**src/verilog/mpc_pkg.sv**
```systemverilog
package mpc_pkg;
    localparam int        ADDR_W            = 8;
    // register byte addresses
    localparam logic [7:0] PERI_CFG_OFS     = 8'haa;
    localparam logic [7:0] IRQ_STAT_OFS     = 8'hb0;
    localparam logic [7:0] IRQ_MASK_OFS     = 8'hb4;
    localparam logic [7:0] CTRL_STAT_OFS    = 8'hb8;
    localparam logic [31:0] PERI_CFG_RST    = 32'h00000000;
    localparam logic [31:0] PERI_CFG_WMASK  = 32'hdffffff0;
    // field positions
    localparam int PARITY_BIT     = 31;
    localparam int SPREAD_OFF_BIT = 30;
    localparam int MISS_OFF_BIT   = 28;
    localparam int DEGLITCH_LSB   = 26;
    localparam int FLUX_LSB       = 24;
    localparam int WINDOW_LSB     = 22;
    localparam int PWR_LIM_BIT    = 21;
    localparam int DIR_SEL_LSB    = 19;
    localparam int DIR_MODE_BIT   = 18;
    localparam int SPD_LIM_BIT    = 17;
    localparam int REF_MODE_LSB   = 7;
    // reference modes
    localparam logic [1:0] REF_SPEED = 2'h0;
    localparam logic [1:0] REF_POWER = 2'h1;
    // direction sources
    localparam logic [1:0] DIR_FORCE_CW  = 2'h1;
    localparam logic [1:0] DIR_FORCE_CCW = 2'h2;
    // deglitch times in ms and cycle counts at 200 MHz
    localparam longint CLK_HZ       = 200000000;
    localparam longint DG1_MS       = 500;
    localparam longint DG2_MS       = 1000;
    localparam longint DG3_MS       = 2000;
    localparam longint DG1_CYC      = DG1_MS * CLK_HZ / 1000;
    localparam longint DG2_CYC      = DG2_MS * CLK_HZ / 1000;
    localparam longint DG3_CYC      = DG3_MS * CLK_HZ / 1000;
    localparam int     DG0_ECYC     = 2;
    // interrupt status bits
    localparam int IRQ_DIR_CHG  = 0;
    localparam int IRQ_BEMF     = 1;
    localparam int IRQ_NOMOTOR  = 2;
    localparam int IRQ_W        = 3;
    typedef enum logic [3:0] {
        ST_RUN  = 4'b0001,
        ST_STOP = 4'b0010,
        ST_ISD  = 4'b0100,
        ST_REV  = 4'b1000
    } mpc_dir_st_t;
endpackage
```
**src/verilog/mpc_config_reg.sv**
```systemverilog
// The implementer's own choice: the Wishbone slave port.
`timescale 1ns/1ps
// Notes on behaviour
// register at 0xaa, resets to zero
// bit30 one turns clock spreading off
// bit28 zero enables missing-motor check with lock2
// bits27-26 pick bad back-EMF deglitch time
// bits25-24 pick flux-weakening setpoint
// bits23-22 reference window suspends control loops
// bit21 caps bus power except power mode
// bits20-19 choose direction source
// bit18 zero: stop, then initial speed detection
// bit18 one: reverse drive without stopping
// bit17 limits speed except speed mode
// reserved bits read zero, parity stored
// fields kept until rewritten or reset
module mpc_config_reg
    import mpc_pkg::*;
#(
    parameter longint DG1_CYCLES = mpc_pkg::DG1_CYC,
    parameter longint DG2_CYCLES = mpc_pkg::DG2_CYC,
    parameter longint DG3_CYCLES = mpc_pkg::DG3_CYC
) (
    input  wire logic                        core_clk,
    input  wire logic                        reset_n,
    input  wire logic                        wb_cyc_i,
    input  wire logic                        wb_stb_i,
    input  wire logic                        wb_we_i,
    input  wire logic [mpc_pkg::ADDR_W-1:0]  wb_adr_i,
    input  wire logic [3:0]                  wb_sel_i,
    input  wire logic [31:0]                 wb_dat_i,
    output logic      [31:0]                 wb_dat_o,
    output logic                             wb_ack_o,
    output logic                             wb_err_o,
    input  wire logic                        dirPin,
    input  wire logic                        secondLockDetectEnable,
    input  wire logic                        badBackemfRaw,
    input  wire logic                        elecCycleTick,
    input  wire logic                        noMotorRaw,
    input  wire logic                        inWindow,
    input  wire logic                        stopDone,
    input  wire logic                        initialSpeedDetectionDone,
    output logic                             clockSpreading,
    output logic                             missingMotorCheck,
    output logic                             missingMotorFault,
    output logic                             badBackemfFault,
    output logic      [1:0]                  fluxWeakSel,
    output logic      [1:0]                  refWindowSel,
    output logic                             loopsSuspended,
    output logic                             powerCapActive,
    output logic                             speedLimitActive,
    output logic                             dirCcw,
    output logic                             motorStopReq,
    output logic                             initialSpeedDetection,
    output logic                             reverseDrive,
    output logic                             irq
);
    import mpc_pkg::*;

    if (DG1_CYCLES < 1 || DG2_CYCLES < DG1_CYCLES || DG3_CYCLES < DG2_CYCLES
        || DG3_CYCLES > 64'h00000000ffffffff) begin
        $error("mpc_config_reg: bad deglitch counts");
    end

    ////////////////////////////////////////////////////////////////////////////
    // pin synchronisers
    logic [1:0] dirSync_r;
    logic [1:0] lockSync_r;
    logic [1:0] bemfSync_r;
    logic [1:0] tickSync_r;
    logic [1:0] noMotSync_r;
    logic [1:0] winSync_r;
    logic       dirPrev_r;
    logic       tickPrev_r;

    always_ff @(posedge core_clk) begin
        if (!reset_n) begin
            dirSync_r   <= 2'h0;
            lockSync_r  <= 2'h0;
            bemfSync_r  <= 2'h0;
            tickSync_r  <= 2'h0;
            noMotSync_r <= 2'h0;
            winSync_r   <= 2'h0;
            dirPrev_r   <= 1'b0;
            tickPrev_r  <= 1'b0;
        end else begin
            dirSync_r   <= {dirSync_r[0], dirPin};
            lockSync_r  <= {lockSync_r[0], secondLockDetectEnable};
            bemfSync_r  <= {bemfSync_r[0], badBackemfRaw};
            tickSync_r  <= {tickSync_r[0], elecCycleTick};
            noMotSync_r <= {noMotSync_r[0], noMotorRaw};
            winSync_r   <= {winSync_r[0], inWindow};
            dirPrev_r   <= dirSync_r[1];
            tickPrev_r  <= tickSync_r[1];
        end
    end

    ////////////////////////////////////////////////////////////////////////////
    // wishbone slave
    logic [31:0]        cfg_r;
    logic [IRQ_W-1:0]   irqStat_r;
    logic [IRQ_W-1:0]   irqMask_r;
    logic [31:0]        wmask;
    logic               req;
    logic               hitCfg;
    logic               hitStat;
    logic               hitMask;
    logic               hitCtrl;
    logic [31:0]        rdData;

    assign req     = wb_cyc_i && wb_stb_i && !wb_ack_o && !wb_err_o;
    assign hitCfg  = wb_adr_i == PERI_CFG_OFS;
    assign hitStat = wb_adr_i == IRQ_STAT_OFS;
    assign hitMask = wb_adr_i == IRQ_MASK_OFS;
    assign hitCtrl = wb_adr_i == CTRL_STAT_OFS;
    assign wmask   = {{8{wb_sel_i[3]}}, {8{wb_sel_i[2]}}, {8{wb_sel_i[1]}}, {8{wb_sel_i[0]}}};

    always_comb begin
        rdData = 32'h00000000;
        if (hitCfg) begin
            rdData = cfg_r;
        end else if (hitStat) begin
            rdData[IRQ_W-1:0] = irqStat_r;
        end else if (hitMask) begin
            rdData[IRQ_W-1:0] = irqMask_r;
        end else if (hitCtrl) begin
            rdData[4:0] = {reverseDrive, initialSpeedDetection, motorStopReq, dirCcw,
                           loopsSuspended};
        end
    end

    always_ff @(posedge core_clk) begin
        if (!reset_n) begin
            wb_ack_o <= 1'b0;
            wb_err_o <= 1'b0;
            wb_dat_o <= 32'h00000000;
        end else begin
            wb_ack_o <= req && (hitCfg || hitStat || hitMask || hitCtrl);
            wb_err_o <= req && !(hitCfg || hitStat || hitMask || hitCtrl);
            wb_dat_o <= (req && !wb_we_i) ? rdData : 32'h00000000;
        end
    end

    always_ff @(posedge core_clk) begin
        if (!reset_n) begin
            cfg_r <= PERI_CFG_RST;
        end else if (req && wb_we_i && hitCfg) begin
            cfg_r <= (cfg_r & ~(wmask & PERI_CFG_WMASK))
                   | (wb_dat_i & wmask & PERI_CFG_WMASK);
        end
    end

    always_ff @(posedge core_clk) begin
        if (!reset_n) begin
            irqMask_r <= '0;
        end else if (req && wb_we_i && hitMask && wb_sel_i[0]) begin
            irqMask_r <= wb_dat_i[IRQ_W-1:0];
        end
    end

    ////////////////////////////////////////////////////////////////////////////
    // field decode
    logic [1:0] dgSel;
    logic [1:0] dirSel;
    logic [1:0] refMode;
    logic       dirRaw;
    assign dgSel   = cfg_r[DEGLITCH_LSB+:2];
    assign dirSel  = cfg_r[DIR_SEL_LSB+:2];
    assign refMode = cfg_r[REF_MODE_LSB+:2];
    assign dirRaw  = (dirSel == DIR_FORCE_CW)  ? 1'b0 :
                     (dirSel == DIR_FORCE_CCW) ? 1'b1 : dirSync_r[1];

    always_ff @(posedge core_clk) begin
        if (!reset_n) begin
            clockSpreading    <= 1'b1;
            missingMotorCheck <= 1'b0;
            fluxWeakSel       <= 2'h0;
            refWindowSel      <= 2'h0;
            loopsSuspended    <= 1'b0;
            powerCapActive    <= 1'b0;
            speedLimitActive  <= 1'b0;
        end else begin
            clockSpreading    <= !cfg_r[SPREAD_OFF_BIT];
            missingMotorCheck <= !cfg_r[MISS_OFF_BIT] && lockSync_r[1];
            fluxWeakSel       <= cfg_r[FLUX_LSB+:2];
            refWindowSel      <= cfg_r[WINDOW_LSB+:2];
            loopsSuspended    <= (cfg_r[WINDOW_LSB+:2] != 2'h0) && winSync_r[1];
            powerCapActive    <= cfg_r[PWR_LIM_BIT] && refMode != REF_POWER;
            speedLimitActive  <= cfg_r[SPD_LIM_BIT] && refMode != REF_SPEED;
        end
    end

    ////////////////////////////////////////////////////////////////////////////
    // bad back-emf deglitch
    logic [31:0] dgCnt_r;
    logic [1:0]  ecycCnt_r;
    logic [31:0] dgLimit;
    logic        tickEdge;
    assign tickEdge = tickSync_r[1] && !tickPrev_r;

    always_comb begin
        unique case (dgSel)
            2'h1:    dgLimit = DG1_CYCLES[31:0];
            2'h2:    dgLimit = DG2_CYCLES[31:0];
            2'h3:    dgLimit = DG3_CYCLES[31:0];
            2'h0:    dgLimit = 32'h00000000;
        endcase
    end

    always_ff @(posedge core_clk) begin
        if (!reset_n) begin
            dgCnt_r         <= 32'h00000000;
            ecycCnt_r       <= 2'h0;
            badBackemfFault <= 1'b0;
        end else if (!bemfSync_r[1]) begin
            dgCnt_r         <= 32'h00000000;
            ecycCnt_r       <= 2'h0;
            badBackemfFault <= 1'b0;
        end else if (dgSel == 2'h0) begin
            if (tickEdge && ecycCnt_r < DG0_ECYC[1:0]) begin
                ecycCnt_r <= ecycCnt_r + 2'h1;
            end
            badBackemfFault <= ecycCnt_r >= DG0_ECYC[1:0];
        end else begin
            if (dgCnt_r < dgLimit) begin
                dgCnt_r <= dgCnt_r + 32'h1;
            end
            badBackemfFault <= dgCnt_r >= dgLimit;
        end
    end

    always_ff @(posedge core_clk) begin
        if (!reset_n) begin
            missingMotorFault <= 1'b0;
        end else begin
            missingMotorFault <= missingMotorCheck && noMotSync_r[1];
        end
    end

    ////////////////////////////////////////////////////////////////////////////
    // direction change sequencer
    mpc_dir_st_t st_r;
    logic        dirChg;
    assign dirChg = dirRaw != dirCcw;

    always_ff @(posedge core_clk) begin
        if (!reset_n) begin
            st_r                  <= ST_RUN;
            dirCcw                <= 1'b0;
            motorStopReq          <= 1'b0;
            initialSpeedDetection <= 1'b0;
            reverseDrive          <= 1'b0;
        end else begin
            unique case (st_r)
                ST_RUN: begin
                    if (dirChg && cfg_r[DIR_MODE_BIT]) begin
                        dirCcw       <= dirRaw;
                        reverseDrive <= 1'b1;
                        st_r         <= ST_REV;
                    end else if (dirChg) begin
                        motorStopReq <= 1'b1;
                        st_r         <= ST_STOP;
                    end
                end
                ST_REV: begin
                    reverseDrive <= 1'b0;
                    st_r         <= ST_RUN;
                end
                ST_STOP: begin
                    if (stopDone) begin
                        motorStopReq          <= 1'b0;
                        initialSpeedDetection <= 1'b1;
                        dirCcw                <= dirRaw;
                        st_r                  <= ST_ISD;
                    end
                end
                ST_ISD: begin
                    if (initialSpeedDetectionDone) begin
                        initialSpeedDetection <= 1'b0;
                        st_r                  <= ST_RUN;
                    end
                end
                default: st_r <= ST_RUN;
            endcase
        end
    end

    ////////////////////////////////////////////////////////////////////////////
    // interrupts
    logic [IRQ_W-1:0] evt;
    logic             faultPrevB_r;
    logic             faultPrevM_r;
    assign evt[IRQ_DIR_CHG] = st_r == ST_RUN && dirChg;
    assign evt[IRQ_BEMF]    = badBackemfFault && !faultPrevB_r;
    assign evt[IRQ_NOMOTOR] = missingMotorFault && !faultPrevM_r;

    always_ff @(posedge core_clk) begin
        if (!reset_n) begin
            irqStat_r    <= '0;
            faultPrevB_r <= 1'b0;
            faultPrevM_r <= 1'b0;
            irq          <= 1'b0;
        end else begin
            faultPrevB_r <= badBackemfFault;
            faultPrevM_r <= missingMotorFault;
            if (req && wb_we_i && hitStat && wb_sel_i[0]) begin
                irqStat_r <= (irqStat_r & ~wb_dat_i[IRQ_W-1:0]) | evt;
            end else begin
                irqStat_r <= irqStat_r | evt;
            end
            irq <= |(irqStat_r & irqMask_r);
        end
    end
endmodule

```
**config.mk**
```make
export PLATFORM = sky130hd
export DESIGN_NAME = mpc_config_reg
export DESIGN_NICKNAME = d
export VERILOG_FILES = /design/src/verilog/mpc_pkg.sv /design/src/verilog/mpc_config_reg.sv
export SDC_FILE = /design/constraint.sdc
export NUM_CORES = 1
export LEC_CHECK = 0
export BUFFER_PORTS_ARGS = -buffer_cell sky130_fd_sc_hd__buf_2
export CAP_MARGIN = 20
export CORE_MARGIN = 1
export CORE_UTILIZATION = 57
export CTS_BUF_LIST = sky130_fd_sc_hd__clkbuf_4
export CTS_CLUSTER_SIZE = 14
export DETAILED_ROUTE_END_ITERATION = 10
export GPL_TIMING_DRIVEN = 0
export PLACE_DENSITY = 0.79
export SYNTH_ARGS = -nofsm -noshare
export SYNTH_HDL_FRONTEND = slang
export SYNTH_SLANG_ARGS = --single-unit
```
**constraint.sdc**
```tcl
create_clock -name core_clk -period 4.1 [get_ports core_clk]
set_clock_uncertainty 0.2 [all_clocks]
set_input_delay 0.82 -clock core_clk [delete_from_list [all_inputs] [get_ports core_clk]]
set_output_delay 0.82 -clock core_clk [all_outputs]
set_load 0.02 [all_outputs]
```
== Yosys cells after proc, flatten, opt, wreduce, memory -nomap -nowiden ==
Index checks and enable logic that the tools add are counted.

* Bitwise logic cells: 10
* Magnitude comparators: 4
* Reductions and logical operators: 52
* Multiplexer cells: 28
* Add/sub/neg operators: 2
* Equality and inequality tests: 21

{| class="wikitable"
|+ Operators by type and width
! operator !! count
|-
| one-hot mux 32 bit (4 select lines) || 1
|-
| AND 32 bit || 2
|-
| adder 32 x 1 -> 32 bit, second input constant || 1
|-
| equality test 8 bit, second input constant || 4
|-
| >= comparator 32 bit || 1
|-
| less-than comparator 32 bit || 1
|-
| inverter 32 bit || 1
|-
| bitwise OR 32 bit || 1
|-
| logical AND 1 bit || 23
|-
| 2-to-1 mux 4 bit || 4
|-
| one-hot mux 4 bit (3 select lines) || 1
|-
| AND reduction 3 bit || 4
|-
| 2-to-1 mux 1 bit || 11
|-
| 2-to-1 mux 5 bit || 2
|-
| inequality test 2 bit, second input constant || 5
|-
| AND reduction 2 bit || 5
|-
| nonzero test 2 bit || 5
|-
| logical NOT 1 bit || 9
|-
| 2-to-1 mux 3 bit || 3
|-
| one-hot mux 1 bit (2 select lines) || 4
|-
| AND 3 bit || 2
|-
| equality test 2 bit, second input constant || 3
|-
| bitwise OR 3 bit || 2
|-
| equality test 2 x 1 -> 1 bit, second input constant || 2
|-
| other kinds (17) || 20
|}

* Output and inout port bits: 50
* Word-level logic and storage cells: 150
* Bits in registers: 141
* Bits of input ports: 57

== Logic depth before layout (Yosys ltp) ==
Gate-level depths: netlist of run 1.

* Depth after elaboration: 7
* Gate-level depth with buffers: 13
* Mapped depth without buffers: 11

== Least setup slack after synthesis of run 1 ==
OpenSTA, ideal clock, no wires.

* Kind: register to register
* Start point: register with a tool-made name
* End point: register dgCnt_r[27]
* Path buffers: 0
* Stages on the path, launching flop included: 11
* Path slack: 1.095 ns
* Library setup time: 0.070 ns
* Required time: 3.830 ns
* Period minus slack after synthesis: 3.005 ns
* Arrival: 2.734 ns
* Cell sequence: dfxtp_1 inv_1 ha_1 o21ai_0 ha_1 a21oi_1 o21a_1 a2bb2oi_1 nand4_2 or4_1 a21oi_1

{| class="wikitable"
|+ RTL lines
! item !! RTL line !! text
|-
| end signal, assigned || mpc_config_reg.sv:226 || <nowiki>dgCnt_r <= dgCnt_r + 32'h1;</nowiki>
|-
| end, declared || mpc_config_reg.sv:195 || <nowiki>logic [31:0] dgCnt_r;</nowiki>
|}

==> flow_summary.json, run 1 <==
{
  "final_core_util_pct": 68.4,
  "dp_hpwl_mm": 10.1,
  "drcViolationCount": 0,
  "cts_sinks": 135,
  "yosysWarnings": 0,
  "yosys.area_share.simple_pct": 26.3,
  "initial_core_util_pct": 58.6,
  "synth.mux.area_fraction_pct": 2.17,
  "clk_pin_slew_worst_paths_ns": 0.12,
  "dp.cells": 841,
  "nNetsFinal": 811,
  "die_area_sq_mm": 0.0104,
  "antenna_cells": 0,
  "maxCapViolations": 0,
  "root_buffer": "clkbuf_4",
  "synth_compound_area_share_pct": 13.2,
  "rsz0062_at_grt": "no",
  "via_count": 4982,
  "core_sq_mm": 0.00973,
  "vdd_drop_max_uv": 189,
  "hold_path_class": "flop to flop",
  "status": "completed",
  "die_h_microns": 102,
  "met3_usage_pct": 7.73,
  "syn-num-nets": 694,
  "detail_route.iter0.violations": 215,
  "grt_pass1_wl_mm": 22.3,
  "synth_edf_count": 0,
  "num_io_pins": 107,
  "cp.arrival_ns": 3.96,
  "grtUsageMet2_pct": 44.9,
  "async_flop_share_pct": 0,
  "max_freq_mhz": 270,
  "hold_buffers": 0,
  "avgViaCountPerCell": 5.71,
  "final_cell_mix": "dfxtp_1, buf_2, nand2_1",
  "ctsLongestPathBuffers": 2,
  "gp_congestion": 0.892,
  "use_met1_pct": 35.4,
  "area_delta_synth_final_pct": 16.8,
  "finalHoldViolations": 0,
  "numPortBuffers": 98,
  "synth_xor_xnor_area_share_pct": 0.769,
  "grt_pass1_vias": 4711,
  "crit_required_ns": 4.36,
  "insertion_delay_ns": 0.53,
  "rows": 36,
  "p_total_w": 0.00240,
  "postCtsSetupRepairBufs": 0,
  "grt_usage_pct": 27.8,
  "power_density_mw_per_mm2": 360,
  "syn_avg_cell_area_sq_um": 9.34,
  "synth_area_sq_mm": 0.00570,
  "layout.cells.non_filler": 873,
  "synth_ff_type": "dfxtp_1",
  "final_common_cell": "dfxtp_1",
  "numCtsBuffers": 17,
  "overflow": 0,
  "finalSetupViolCount": 0,
  "antenna_found_initial": 0,
  "synthCells": 610,
  "slew-limit-headroom_pct": 33.2,
  "worstMarginPinSlew_ns": 0.988,
  "antenna_left": 0,
  "dr.pass1.iters": 5,
  "fin_setup_tns_ns": 0,
  "wl_mm": 13.7,
  "p_leak_nw": 2.63,
  "critPathMaxFanout": 10,
  "cts.htree.levels": 4,
  "busiest_layer": "met2",
  "hold_slack_ns": 0.214,
  "slew_violations": 0,
  "ys_types": 56,
  "yosysSeqAreaShare_pct": 47.4,
  "worst_setup_path_start_kind": "flop",
  "drive_gt1_share_pct": 19.2,
  "cts_resized": 0,
  "cp-end-kind": "flop",
  "grt_max_degree": 17,
  "period_share_pct": 90.4,
  "synth_top_family_by_area": "simple AND/OR/NAND/NOR gates",
  "synth-adder-area-share_pct": 6.11,
  "die_w_microns": 102,
  "criticalPathCategory": "flop to flop",
  "fillCellCount": 782,
  "wire_per_inst_microns": 15.7,
  "tritoncts": "built",
  "period_minus_slack_ns": 3.71,
  "synth.ff_latch_count": 135
}
==> synth_stat cells, types with 2 or more instances <==
library cell  count  area, sq um
a21boi_0         23          173
a21o_1            2         15.0
a21oi_1          35          175
a22oi_1           4         30.0
and2_1           42          263
and3_1            9         56.3
and4_1            2         17.5
buf_1             2         7.51
buf_6             2         22.5
clkbuf_1         19         71.3
dfxtp_1         135         2700
ha_1             27          338
inv_1            20         75.1
mux2_2            3         33.8
mux2i_1           9         90.1
nand2_1          58          218
nand3_1          40          200
nand4_1           9         56.3
nand4bb_1         3         33.8
nor2_1           25         93.8
nor2b_1          19          119
nor3_1            7         35.0
nor3b_1           7         52.6
nor4_1           12         75.1
nor4b_1           2         17.5
o211a_1           2         20.0
o211ai_1          2         15.0
o21a_1            8         60.1
o21ai_0          14         70.1
o31a_1            4         35.0
o31ai_1          11         82.6
or3_1            15         93.8
or4_1            12         90.1
xnor2_1           3         26.3
xor2_1            2         17.5
==> kinds of logic after synthesis <==
kind of cell               Yosys count
xor gates and xnor gates             5
muxes                               12
buffers and inverters               47
adders and majority gates           28
DFF                                135
AOI/OAI and AO/OA                  113
and+or+nand+nor                    269
other                                1
==> metrics by stage <==
stage,worst slack [ns],cell area [sq um]
final,0.394,6660
after global routing,0.287,6660
after CTS,0.469,6660
after detailed placement,0.500,6350
after global placement,0.633,6350
after floorplan,1.10,5700
==> power breakdown <==
part,switching [W],internal [W],total [W]
Clock,0.000506,0.000426,0.000932
Sequential,0.0000146,0.00133,0.00134
Combinational,0.0000668,0.0000544,0.000121
Total,0.000587,0.00181,0.00240
==> layout make-up <==
type | instances | area (sq um) | area share (%)
sequential | 135 | 2700 | 40.6
inverter | 20 | 75.1 | 1.13
clock inverter | 15 | 174 | 2.61
tap | 133 | 166 | 2.50
multi-input combinational | 428 | 2770 | 41.6
buffer | 27 | 149 | 2.24
clock buffer | 17 | 128 | 1.92
timing repair buffer | 98 | 490 | 7.37
==> layer usage <==
| metal | vias to the layer above | share of wire, % | wire (microns) |
|---|---|---|---|
| met2 | 209 | 47 | 6420 |
| met4 | 0 | 2.1 | 287 |
| met5 | - | 0 | 0 |
| li1 | 2406 | - | - |
| met1 | 2335 | 44 | 6080 |
| met3 | 32 | 6.6 | 905 |
==> path summary, 6_finish.rpt <==
check,start,to,slack [ns],depth (start not counted)
max,flop,dgCnt_r[27],0.39,10
min,lockSync_r[1],missingMotorCheck,0.21,2
min reg2reg,lockSync_r[1],missingMotorCheck,0.21,2
max reg2reg,flop,dgCnt_r[27],0.39,10
==> worst max-delay path: stages, from the launching register on <==
cell	delay, ns
dfxtp_1	0.45
inv_1	0.21
ha_1	0.27
o21ai_0	0.34
ha_1	0.33
a21oi_1	0.14
o21ai_0	0.15
a2bb2oi_1	0.43
nand4_2	0.37
or4_1	0.60
a21oi_1	0.15
Power figures use the tool's default switching activity.
==> run 2: changes to the inputs <==
- ABC_AREA: default -> 1
- CORE_UTILIZATION: 57 -> 58
- CTS_CLUSTER_SIZE: 14 -> 10
- SLEW_MARGIN: default -> 40
==> flow_summary.json, run 2 <==
{
  "root_buffer": "clkbuf_4",
  "clk_pin_slew_worst_paths_ns": 0.12,
  "num_io_pins": 107,
  "grt_pass1_wl_mm": 24.8,
  "intPower_w": 0.00177,
  "fillCellCount": 925,
  "yosys-top-cells-area": "dfxtp_1, nand2_1, inv_1",
  "drive_gt1_share_pct": 17.3,
  "final_core_util_pct": 69.4,
  "die_w_microns": 105,
  "cts.htree.levels": 4,
  "yosysTopAreaCellShare_pct": 43.6,
  "worstMarginPinSlew_ns": 0.586,
  "ff2ff_setup_slack_ns": 1.20,
  "switching_power_w": 0.000647,
  "period_minus_slack_ns": 2.90,
  "synth_edf_count": 0,
  "cts_sinks": 135,
  "insertion_delay_ns": 0.55,
  "cts_resized": 0,
  "slew_violations": 0,
  "timing.rr.end": "dgCnt_r[18]",
  "hold_path_class": "flop to flop",
  "multiInputGateArea_sq_mm": 0.00287,
  "numPortBuffers": 103,
  "yosysTopAreaCell": "dfxtp_1",
  "synth_area_sq_mm": 0.00620,
  "finalSetupViolCount": 0,
  "wl_mm": 15.0,
  "max_freq_mhz": 344,
  "fin_setup_tns_ns": 0,
  "die_h_microns": 105,
  "synth_common_cells": "nand2_1, dfxtp_1, inv_1",
  "r2r_cells": 12,
  "maxCapViolations": 0,
  "synth.ff_latch_count": 135,
  "postCtsSetupRepairBufs": 0,
  "antenna_found_initial": 1,
  "power_density_mw_per_mm2": 337,
  "final_common_cell": "nand2_1",
  "critPathMaxFanout": 10,
  "p_leak_nw": 3.13,
  "ctsLongestPathBuffers": 2,
  "grt_max_degree": 17,
  "area_delta_synth_final_pct": 15.6,
  "ys_types": 39,
  "crit_required_ns": 4.38,
  "seq_area_sq_mm": 0.00270,
  "hold_slack_ns": 0.195,
  "status": "completed",
  "slew-limit-headroom_pct": 60.9,
  "wire_per_inst_microns": 13.3,
  "detail_route.iter0.violations": 361,
  "min_to": "clockSpreading",
  "clkPwrFrac_pct": 36.1,
  "numCtsBuffers": 17,
  "core_sq_mm": 0.0103,
  "initial_core_util_pct": 60.1,
  "hold_buffers": 0,
  "dp_hpwl_mm": 11.4,
  "via_count": 5783,
  "yosysSeqAreaShare_pct": 43.6,
  "drcViolationCount": 0,
  "cp.arrival_ns": 3.19,
  "die_area_sq_mm": 0.0111,
  "seq_power_share_pct": 56.1,
  "hold_depth": 1,
  "finalHoldViolations": 0,
  "syn-num-nets": 945,
  "synthMostInstantiatedCell": "nand2_1",
  "period_share_pct": 70.8,
  "gp_congestion": 0.986,
  "vdd_drop_max_uv": 317,
  "dr.pass1.iters": 5,
  "avgViaCountPerCell": 5.10,
  "switching_share_pct": 26.8,
  "synthCells": 861,
  "tritoncts": "built",
  "nNetsFinal": 1067,
  "criticalPathCategory": "flop to flop",
  "synth_ff_type": "dfxtp_1",
  "async_flop_share_pct": 0,
  "overflow": 0,
  "grt_usage_pct": 28.7,
  "comb_power_share_pct": 7.8,
  "worst_setup_path_start_kind": "flop",
  "grt_pass1_vias": 5090,
  "syn_avg_cell_area_sq_um": 7.20,
  "antenna_left": 0,
  "cp-end-kind": "flop",
  "rsz0062_at_grt": "no",
  "rows": 37,
  "yosysWarnings": 0,
  "final_cell_mix": "nand2_1, dfxtp_1, inv_1"
}
==> run 2: cell types whose count changed after synthesis, moves of 15 or more <==
cell      delta
o21ai_0     +29
nor2b_1     -19
or3_1       -15
nand4_1     +27
nand2_1    +162
inv_1      +101
a21oi_1     +32
and2_1      -42
nor2_1      +68
a21boi_0    -22
==> run 2: worst max-delay path by stage <==
stage                        to  startpoint  cells past startpoint  slack [ns]
finish              dgCnt_r[18]        flop                     12        1.20
global route        dgCnt_r[19]        flop                     12        0.91
CTS                 dgCnt_r[18]        flop                     12        1.21
detailed placement  dgCnt_r[18]        flop                     12        1.23
global placement    dgCnt_r[19]        flop                     12        1.27
floorplan           dgCnt_r[10]        flop                     12        1.70
==> run 2: per-stage QoR <==
stage	instances	area (sq um)	worst slack, ns	power (W)
after floorplan	861	6200	1.70	0.00150
after global placement	1100	6890	1.27	0.00156
after detailed placement	1100	6890	1.23	0.00157
after CTS	1132	7170	1.21	0.00242
after global routing	1133	7170	0.909	0.00251
final	1133	7170	1.20	0.00241
==> run 2: cell families (layout without fill, tap and decap cells) <==
family / Yosys count / in the layout / share of synthesized area (%)
AOI/OAI and AO/OA: 127 / 127 / 10.9
xor gates and xnor gates: 7 / 7 / 0.989
adders and majority gates: 27 / 27 / 5.45
buffers and inverters: 151 / 286 / 10.2
DFF: 135 / 135 / 43.6
other: 1 / 2 / 0.0605
and+or+nand+nor: 413 / 413 / 28.9
==> run 2: layer usage <==
| layer | vias to the layer above | GRT usage [%] | part of all wire, % |
|---|---|---|---|
| met5 | - | 0 | 0 |
| met4 | 0 | 10.3 | 1.5 |
| met3 | 22 | 6.93 | 8.4 |
| met2 | 200 | 42.7 | 43 |
| met1 | 2562 | 40.4 | 47 |
| li1 | 2999 | - | - |
==> run 2: layout make-up <==
type                    instances  share of cell area [%]
plain buffers                  29                    2.41
well taps                     136                    2.37
flip-flops and latches        135                    37.7
clock inverters                15                    2.09
diodes                          1                  0.0349
repair buffers                103                    7.19
multi-input cells             575                    40.0
clock buffers                  17                    1.78
inverters                     122                    6.39
==> run 2: power by group through the flow <==
stage	combinational, W	clock [W]	sequential, W
floorplan	0.000115	0	0.00139
global placement	0.000180	0	0.00138
detailed placement	0.000186	0	0.00138
CTS	0.000187	0.000884	0.00135
global route	0.000211	0.000938	0.00136
finish	0.000189	0.000871	0.00135
==> run 2: critical path, stage by stage (launching register included) <==
cell	delay (ns)
dfxtp_1	0.39
inv_1	0.17
ha_1	0.25
o21ai_0	0.25
ha_1	0.30
nand2_1	0.07
nand2_1	0.05
nand3_1	0.07
nand2_1	0.07
a21oi_2	0.23
buf_1	0.45
nand4_1	0.17
a21oi_1	0.17
